File: config.mk
export PLATFORM = sky130hd
export DESIGN_NAME = wd_service_reload
export DESIGN_NICKNAME = d
export VERILOG_FILES = /design/src/rtl/wd_pkg.sv /design/src/rtl/wd_service_reload.sv
export SDC_FILE = /design/constraint.sdc
export NUM_CORES = 1
export LEC_CHECK = 0
export BUFFER_PORTS_ARGS = -buffer_cell sky130_fd_sc_hd__buf_2
export CAP_MARGIN = 10
export CORE_UTILIZATION = 40
export DETAILED_ROUTE_END_ITERATION = 8
export HOLD_SLACK_MARGIN = 0.06
export PLACE_DENSITY = 0.63
export SYNTH_ARGS = -nofsm -noshare
export SYNTH_HDL_FRONTEND = slang
export SYNTH_SLANG_ARGS = --single-unit
File: constraint.sdc
create_clock -name hclk -period 2.2 [get_ports hclk]
set_clock_uncertainty 0.05 [all_clocks]
set_input_delay 0.44 -clock hclk [delete_from_list [all_inputs] [get_ports hclk]]
set_output_delay 0.44 -clock hclk [all_outputs]
set_load 0.02 [all_outputs]
File: src/rtl/wd_pkg.sv
/*
  Constants for the watchdog service and reload block: register offsets,
  field positions, reset values and the service pattern.
  Assumes a 32-bit AHB-Lite slave with word-aligned registers.
*/
package wd_pkg;
  localparam logic [7:0] OFF_RELOAD     = 8'h00;
  localparam logic [7:0] OFF_SERVICE    = 8'h04;
  localparam logic [7:0] OFF_CONFIG     = 8'h08;
  localparam logic [7:0] OFF_PRESCALER  = 8'h0c;
  localparam logic [7:0] OFF_AUX_RELOAD = 8'h10;
  localparam logic [7:0] OFF_AUX_CTRL   = 8'h14;
  localparam logic [7:0] OFF_STATUS     = 8'h18;
  localparam logic [7:0] OFF_MASK       = 8'h1c;
  localparam logic [7:0] OFF_WD_COUNT   = 8'h20;

  localparam logic [7:0] RELOAD_RST      = 8'h0f;
  localparam logic [7:0] SERVICE_PATTERN = 8'h5c;
  localparam logic [2:0] PRESCALE_MAX    = 3'h5;

  // Config fields
  localparam int CFG_LOCK_CFG   = 0;
  localparam int CFG_LOCK_PRESC = 1;
  localparam int CFG_LOCK_AUX   = 2;
  localparam int CFG_LOCK_CTRL  = 3;
  localparam int CFG_CLK_SEL    = 4;
  localparam int CFG_MATCH_EN   = 5;
  localparam logic [5:0] CFG_LOCK_BITS = 6'h0f;

  // Aux control fields
  localparam int CTRL_RESTART = 0;
  localparam int CTRL_FREEZE  = 1;

  // Status fields
  localparam int ST_BAD_DATA = 0;
  localparam int ST_DOUBLE   = 1;
  localparam int ST_EXPIRED  = 2;
  localparam int ST_SERVICED = 3;

  typedef enum logic {WD_IDLE, WD_RUN} wd_state_t;
endpackage

File: src/rtl/wd_service_reload.sv
/*
  Watchdog with reload-count start, data-match service port, prescaled
  slow tick, auxiliary reload timer, register lock and freeze control.
  Assumes one AHB-Lite master, slow_tick as a one-cycle pulse per slow
  clock period, and freeze synchronous to hclk.
*/
// Chosen here: the register addresses and the AHB-Lite slave port.
`timescale 1ns/1ps
`default_nettype none
module wd_service_reload (
  input  wire logic        hclk,
  input  wire logic        hresetn,
  input  wire logic        hsel,
  input  wire logic [31:0] haddr,
  input  wire logic [1:0]  htrans,
  input  wire logic        hwrite,
  input  wire logic [2:0]  hsize,
  input  wire logic [31:0] hwdata,
  input  wire logic        hready,
  output logic      [31:0] hrdata,
  output logic             hreadyout,
  output logic             hresp,
  input  wire logic        slow_tick,
  input  wire logic        freeze,
  output logic             wd_error,
  output logic             irq
);
  import wd_pkg::*;

  function automatic logic [4:0] presc_mask(input logic [2:0] sel);
    case (sel)
      3'h0:    presc_mask = 5'h00;
      3'h1:    presc_mask = 5'h01;
      3'h2:    presc_mask = 5'h03;
      3'h3:    presc_mask = 5'h07;
      3'h4:    presc_mask = 5'h0f;
      default: presc_mask = 5'h1f;
    endcase
  endfunction

  // Bus group
  logic        ph_valid_reg, ph_valid_next;
  logic        ph_write_reg, ph_write_next;
  logic [7:0]  ph_addr_reg,  ph_addr_next;
  logic [31:0] hrdata_reg,   hrdata_next;
  logic        hready_reg;
  logic        addr_rd, wr;

  // Core group
  logic [7:0]  reload_reg,     reload_next;
  logic [5:0]  cfg_reg,        cfg_next;
  logic [2:0]  presc_sel_reg,  presc_sel_next;
  logic [7:0]  aux_reload_reg, aux_reload_next;
  logic        freeze_aux_reg, freeze_aux_next;
  logic [4:0]  div_cnt_reg,    div_cnt_next;
  logic [7:0]  aux_cnt_reg,    aux_cnt_next;
  logic [7:0]  wd_cnt_reg,     wd_cnt_next;
  wd_state_t   state_reg,      state_next;
  logic        written_reg,    written_next;
  logic [3:0]  status_reg,     status_next;
  logic [3:0]  mask_reg,       mask_next;
  logic        wd_error_reg,   wd_error_next;
  logic        irq_reg,        irq_next;

  logic        pre_tick, aux_tick, wd_tick, restart_wr, reload_wr, svc_wr;
  logic        bad, dbl, expire, ok;
  logic [4:0]  m;
  logic [7:0]  wdat;

  assign wdat       = hwdata[7:0];
  assign wr         = ph_valid_reg & ph_write_reg;
  assign reload_wr  = wr && (ph_addr_reg == OFF_RELOAD);
  assign restart_wr = wr && (ph_addr_reg == OFF_AUX_CTRL) && !cfg_reg[CFG_LOCK_CTRL]
                      && hwdata[CTRL_RESTART];
  assign addr_rd    = hsel & hready & htrans[1] & !hwrite;

  always_comb begin
    ph_valid_next = hsel & hready & htrans[1];
    ph_write_next = hwrite;
    ph_addr_next  = {haddr[7:2], 2'b00};
    hrdata_next   = 32'h0000_0000;
    if (addr_rd) begin
      case (ph_addr_next)
        OFF_CONFIG:     hrdata_next = {26'h0, cfg_reg};
        OFF_PRESCALER:  hrdata_next = {29'h0, presc_sel_reg};
        OFF_AUX_RELOAD: hrdata_next = {24'h0, aux_reload_reg};
        OFF_AUX_CTRL:   hrdata_next = {30'h0, freeze_aux_reg, 1'b0};
        OFF_STATUS:     hrdata_next = {28'h0, status_reg};
        OFF_MASK:       hrdata_next = {28'h0, mask_reg};
        OFF_WD_COUNT:   hrdata_next = {23'h0, state_reg == WD_RUN, wd_cnt_reg};
        default:        hrdata_next = 32'h0000_0000;
      endcase
    end
  end

  always_ff @(posedge hclk or negedge hresetn) begin
    if (!hresetn) begin
      ph_valid_reg <= 1'b0;
      ph_write_reg <= 1'b0;
      ph_addr_reg  <= 8'h00;
      hrdata_reg   <= 32'h0000_0000;
      hready_reg   <= 1'b0;
    end else begin
      ph_valid_reg <= ph_valid_next;
      ph_write_reg <= ph_write_next;
      ph_addr_reg  <= ph_addr_next;
      hrdata_reg   <= hrdata_next;
      hready_reg   <= 1'b1;
    end
  end

  always_comb begin
    reload_next     = reload_reg;
    cfg_next        = cfg_reg;
    presc_sel_next  = presc_sel_reg;
    aux_reload_next = aux_reload_reg;
    freeze_aux_next = freeze_aux_reg;
    mask_next       = mask_reg;
    div_cnt_next    = div_cnt_reg;
    aux_cnt_next    = aux_cnt_reg;
    wd_cnt_next     = wd_cnt_reg;
    state_next      = state_reg;
    written_next    = written_reg;
    bad             = 1'b0;
    dbl             = 1'b0;
    expire          = 1'b0;
    ok              = 1'b0;
    aux_tick        = 1'b0;
    svc_wr          = wr && (ph_addr_reg == OFF_SERVICE) && cfg_reg[CFG_MATCH_EN];

    if (wr && ph_addr_reg == OFF_CONFIG) begin
      if (!cfg_reg[CFG_LOCK_CFG])
        cfg_next = hwdata[5:0] | (cfg_reg & CFG_LOCK_BITS);
    end
    if (wr && ph_addr_reg == OFF_PRESCALER && !cfg_reg[CFG_LOCK_PRESC]) begin
      presc_sel_next = (hwdata[2:0] > PRESCALE_MAX) ? PRESCALE_MAX : hwdata[2:0];
    end
    if (wr && ph_addr_reg == OFF_AUX_RELOAD && !cfg_reg[CFG_LOCK_AUX])
      aux_reload_next = wdat;
    if (wr && ph_addr_reg == OFF_AUX_CTRL && !cfg_reg[CFG_LOCK_CTRL])
      freeze_aux_next = hwdata[CTRL_FREEZE];
    if (wr && ph_addr_reg == OFF_MASK)
      mask_next = hwdata[3:0];

    m = presc_mask(presc_sel_reg);
    if (slow_tick)
      div_cnt_next = div_cnt_reg + 5'h01;
    pre_tick = slow_tick && ((div_cnt_reg & m) == m);

    if (restart_wr) begin
      aux_cnt_next = aux_reload_reg;
    end else if (!(freeze && freeze_aux_reg) && pre_tick) begin
      if (aux_cnt_reg == 8'h00) begin
        aux_tick     = 1'b1;
        aux_cnt_next = aux_reload_reg;
      end else begin
        aux_cnt_next = aux_cnt_reg - 8'h01;
      end
    end

    // Watchdog clock select; watchdog frozen by freeze whether or not freeze_aux_reg is set
    wd_tick = !freeze && (cfg_reg[CFG_CLK_SEL] ? pre_tick : aux_tick);

    if (reload_wr) begin
      reload_next  = wdat;
      // First write starts; later writes restart
      wd_cnt_next  = wdat;
      state_next   = WD_RUN;
      written_next = 1'b0;
    end else if (svc_wr) begin
      written_next = 1'b1;
      if (wdat != SERVICE_PATTERN) begin
        bad = 1'b1;
      end else if (written_reg) begin
        dbl = 1'b1;
      end else begin
        ok          = 1'b1;
        wd_cnt_next = reload_reg;
      end
    end else if (state_reg == WD_RUN && wd_tick) begin
      written_next = 1'b0;
      if (wd_cnt_reg == 8'h00) begin
        expire      = 1'b1;
        wd_cnt_next = reload_reg;
      end else begin
        wd_cnt_next = wd_cnt_reg - 8'h01;
      end
    end
    // Writes with matching off fall through untouched

    wd_error_next = bad | dbl | expire;
    // Set beats the read clear
    status_next = (addr_rd && ph_addr_next == OFF_STATUS) ? 4'h0 : status_reg;
    status_next = status_next | {ok, expire, dbl, bad};
    irq_next    = |(status_next & mask_next);
  end

  always_ff @(posedge hclk or negedge hresetn) begin
    if (!hresetn) begin
      reload_reg     <= RELOAD_RST;
      cfg_reg        <= 6'h00;
      presc_sel_reg  <= 3'h0;
      aux_reload_reg <= 8'h00;
      freeze_aux_reg <= 1'b0;
      mask_reg       <= 4'h0;
      div_cnt_reg    <= 5'h00;
      aux_cnt_reg    <= 8'h00;
      wd_cnt_reg     <= RELOAD_RST;
      state_reg      <= WD_IDLE;
      written_reg    <= 1'b0;
      status_reg     <= 4'h0;
      wd_error_reg   <= 1'b0;
      irq_reg        <= 1'b0;
    end else begin
      reload_reg     <= reload_next;
      cfg_reg        <= cfg_next;
      presc_sel_reg  <= presc_sel_next;
      aux_reload_reg <= aux_reload_next;
      freeze_aux_reg <= freeze_aux_next;
      mask_reg       <= mask_next;
      div_cnt_reg    <= div_cnt_next;
      aux_cnt_reg    <= aux_cnt_next;
      wd_cnt_reg     <= wd_cnt_next;
      state_reg      <= state_next;
      written_reg    <= written_next;
      status_reg     <= status_next;
      wd_error_reg   <= wd_error_next;
      irq_reg        <= irq_next;
    end
  end

  assign hrdata    = hrdata_reg;
  assign hreadyout = hready_reg;
  assign hresp     = 1'b0;
  assign wd_error  = wd_error_reg;
  assign irq       = irq_reg;
endmodule // wd_service_reload
`default_nettype wire

==> implementation parameters <==
Parameter                              Value

Final layout
  Layout filler cell count ... 872
  Area of the multi-input gates ... 0.001856 sq mm
  Max reg flops ... 9
  Inserted Diodes ... 0
  Layout cells sized above 1 ... 30.55%
  Post-layout nets ... 531
  Commonest non-fill, non-tap cells in the layout ... sky130_fd_sc_hd__dfrtp_1 (69), sky130_fd_sc_hd__nand2_1 (49), sky130_fd_sc_hd__buf_4 (38)
  Register area ... 0.001937 sq mm
  Area Overhead vs Synth ... 18.58%
  Fin area ... 0.004671 sq mm
  Most frequent standard cell in the layout excluding fill and tap cells ... sky130_fd_sc_hd__dfrtp_1

Placed design
  Number of buffer cells added on primary ports ... 33
  Detailed-placement wirelength estimate ... 6796 microns
  Worst slack, placed ... -0.1016 ns
  Placer's final routability congestion estimate ... 0.8922
  Area of placed instances ... 0.004408 sq mm

Status
  Failing checks ... setup timing
  Run status ... complete, but fails checks

Detailed routing
  Wirelength per Cell ... 16.16 microns
  Via count of the routed design ... 3058
  Drt drc ... 0
  Number of DRC markers in iteration 0 ... 132
  Post-Route WL ... 9437 microns
  Number of nets still failing antenna checks after routing ... 0
  Drt via density ... 5.236
  Iteration count of the initial detailed-routing pass ... 4

Logic synthesis
  Area contributors post-synth ... sky130_fd_sc_hd__dfrtp_1 (44%), sky130_fd_sc_hd__mux2_2 (6.3%), sky130_fd_sc_hd__dfstp_2 (5.3%), sky130_fd_sc_hd__buf_4 (4.8%), sky130_fd_sc_hd__nand2_1 (4.8%)
  Avg Cell Area, Syn ... 10.37 sq um
  Register bit total from synthesis ... 77
  Sequential-to-total area share from yosys stat ... 49.17%
  Post-synth design cell area ... 0.003939 sq mm
  Number of distinct library cells after synthesis ... 61
  Post-synthesis cell count ... 380
  Yosys warning total ... 0
  Share of synthesized registers carrying an async set or reset ... 100.0%
  Ys flop type ... sky130_fd_sc_hd__dfrtp_1
  Area fraction of the dominant cell type after synthesis ... 43.84%
  Number of synthesized flops with an enable pin ... 0
  Area leader, netlist ... sky130_fd_sc_hd__dfrtp_1

CTS
  H-tree level count ... 3
  Clk Latency, worst-skew pair ... 0.35 ns
  Clock Path Buffers ... 2
  Number of CTS-inserted buffers ... 9
  Clock root buffer master ... sky130_fd_sc_hd__clkbuf_8
  CTS tree ... done
  Clk slew on worst S/H paths ... 0.09 ns
  Number of clock sinks ... 77

Run
  Max-cap viol count ... 0

GRT
  Met1 routing resource usage after global routing ... 27.08%
  Gr ovfl total ... 0
  Met3 global-route usage ... 4.072%
  Global-route wire length before repair ... 15400 microns
  Antenna violations before repair ... 0
  Global-route met2 utilization ... 32.44%
  Busiest layer in global routing ... met2
  Global Route Usage Sum ... 19.99%
  Pin count of the biggest net entering global routing ... 40
  Number of global-route vias before repair ... 2965

Timing
  Unrepaired setup endpoints after global routing ... yes
  Final Hold Fails ... 0
  Maximum clock frequency ... 0.4429 GHz
  TNS Setup ... -0.2265 ns
  Post-layout worst setup margin ... -0.05810 ns
  Relative slew margins ... 19.14%
  Actual slew at the worst max-slew pin ... 1.203 ns
  Slew Viols, Final ... 0
  Min Hold Slack ... 0.1569 ns
  Final setup violation count ... 6
  Clock period minus worst slack ... 2.258 ns
  Final clock period utilization by the worst path ... 102.6%

Critical path
  Max Fanout on Critical Path ... 5
  Worst Path Required ... 2.39 ns
  Setup CP Type ... register to register
  Endpoint type of the worst setup path ... register
  Data arrival at the endpoint of the critical path ... 2.45 ns
  CP Launch Type ... register

Die
  Core area ... 0.009371 sq mm
  Die outline height ... 101.2 microns
  Site Rows ... 35
  I/O Pins ... 112
  Floorplan die width ... 101.2 microns
  Initial core utilization ... 42.03%
  DIE AREA ... 0.01025 sq mm

Pwr
  Power density cells ... 638.5 mW/mm^2
  Power Total ... 2.982 mW
  Static leakage power ... 2.239 nW
  Worst ir drop on vdd ... 0.4679 mV

Hold path
  Hold WC Path Type ... input pin to register
==> per-stage QoR <==
| step | util (%) | cells |
|---|---|---|
| detailed placement | 47.04 | 565 |
| global placement | 47.04 | 565 |
| global route | 49.84 | 584 |
| floorplan | - | 403 |
| CTS | 49.43 | 583 |
| finish | 49.84 | 584 |
==> final timing paths <==
| path | startpoint | to | slack, ns | cells past startpoint |
|---|---|---|---|---|
| worst max-delay path | wd_cnt_reg[3]$_DFFE_PN1P_ | wd_cnt_reg[4]$_DFFE_PN0P_ | -0.06 | 6 |
| worst min-delay path | hwrite | ph_write_reg$_DFF_PN0_ | 0.16 | 1 |
| worst max register to register | wd_cnt_reg[3]$_DFFE_PN1P_ | wd_cnt_reg[4]$_DFFE_PN0P_ | -0.06 | 6 |
| worst min register to register | reload_reg[1]$_DFFE_PN1P_ | reload_reg[1]$_DFFE_PN1P_ | 0.40 | 2 |
| max in group asynchronous | hresetn | wd_cnt_reg[0]$_DFFE_PN1P_ | 0.91 | 3 |
| min in group asynchronous | hresetn | status_reg[1]$_DFF_PN0_ | 0.54 | 2 |
==> critical path: stages, from the launching register on <==
cell and delay (ns):
sky130_fd_sc_hd__dfstp_2 0.38, sky130_fd_sc_hd__or4_4 0.53, sky130_fd_sc_hd__or4b_4 0.53, sky130_fd_sc_hd__and2_4 0.19
sky130_fd_sc_hd__mux2i_1 0.14, sky130_fd_sc_hd__o21ai_1 0.07, sky130_fd_sc_hd__mux2_2 0.25
==> layer usage <==
metal	part of all wire [%]	up-vias
li1	-	1452
met1	47	1510
met2	47	84
met3	3.9	12
met4	1.3	0
met5	0	-
==> cells by family after synthesis <==
logic type / count (synthesis) / share of synthesized area, %
compound gates: 75 / 12.29
xor+xnor: 9 / 2.001
fa+ha+maj: 5 / 1.588
other cells: 2 / 0.1907
mux: 29 / 9.022
simple gates: 133 / 18.07
flops: 77 / 49.17
buf+inv: 50 / 7.655
==> synth_stat cells, types with 3 or more instances <==
library cell,n
sky130_fd_sc_hd__nor3_1,4
sky130_fd_sc_hd__mux4_2,3
sky130_fd_sc_hd__nor4bb_1,3
sky130_fd_sc_hd__nand2b_1,4
sky130_fd_sc_hd__nor2_1,18
sky130_fd_sc_hd__o21ai_0,21
sky130_fd_sc_hd__nor3b_1,4
sky130_fd_sc_hd__a22oi_1,8
sky130_fd_sc_hd__nor2b_1,3
sky130_fd_sc_hd__dfstp_2,8
sky130_fd_sc_hd__and3_1,5
sky130_fd_sc_hd__clkbuf_1,9
sky130_fd_sc_hd__xnor2_1,5
sky130_fd_sc_hd__a21o_1,4
sky130_fd_sc_hd__inv_1,12
sky130_fd_sc_hd__buf_4,25
sky130_fd_sc_hd__xor2_1,4
sky130_fd_sc_hd__ha_1,5
sky130_fd_sc_hd__nand2_1,50
sky130_fd_sc_hd__mux2_2,22
sky130_fd_sc_hd__nand4_1,10
sky130_fd_sc_hd__or3_1,5
sky130_fd_sc_hd__dfrtp_1,69
sky130_fd_sc_hd__nand3_1,8
sky130_fd_sc_hd__a21oi_1,17
sky130_fd_sc_hd__mux2i_1,4
sky130_fd_sc_hd__o221ai_1,3
==> timing repair <==
action                                  4_1_cts  5_1_grt
gates cloned                                  1        0
pin swaps                                     0        1
buffers inserted                              0        1
endpoints found under the hold margin        38        0
hold buffers                                  1        0
endpoints found under the setup margin        7        9
resized for setup                             8        8
==> where the power goes <==
group	internal, mW	total (mW)	switching, mW
clock network	0.448	1.00	0.556
registers	1.51	1.60	0.0845
logic	0.160	0.379	0.219
total	2.12	2.98	0.860
==> cell type report <==
class | instances | share of cell area, %
Multi-Input combinational cell | 277 | 39.73
Timing Repair Buffer | 73 | 10.42
Sequential cell | 77 | 41.47
Clock buffer | 10 | 2.947
Tap cell | 129 | 3.456
Clock inverter | 6 | 1.018
Inverter | 12 | 0.9644
No activity file was read; power rests on OpenSTA's default activity.
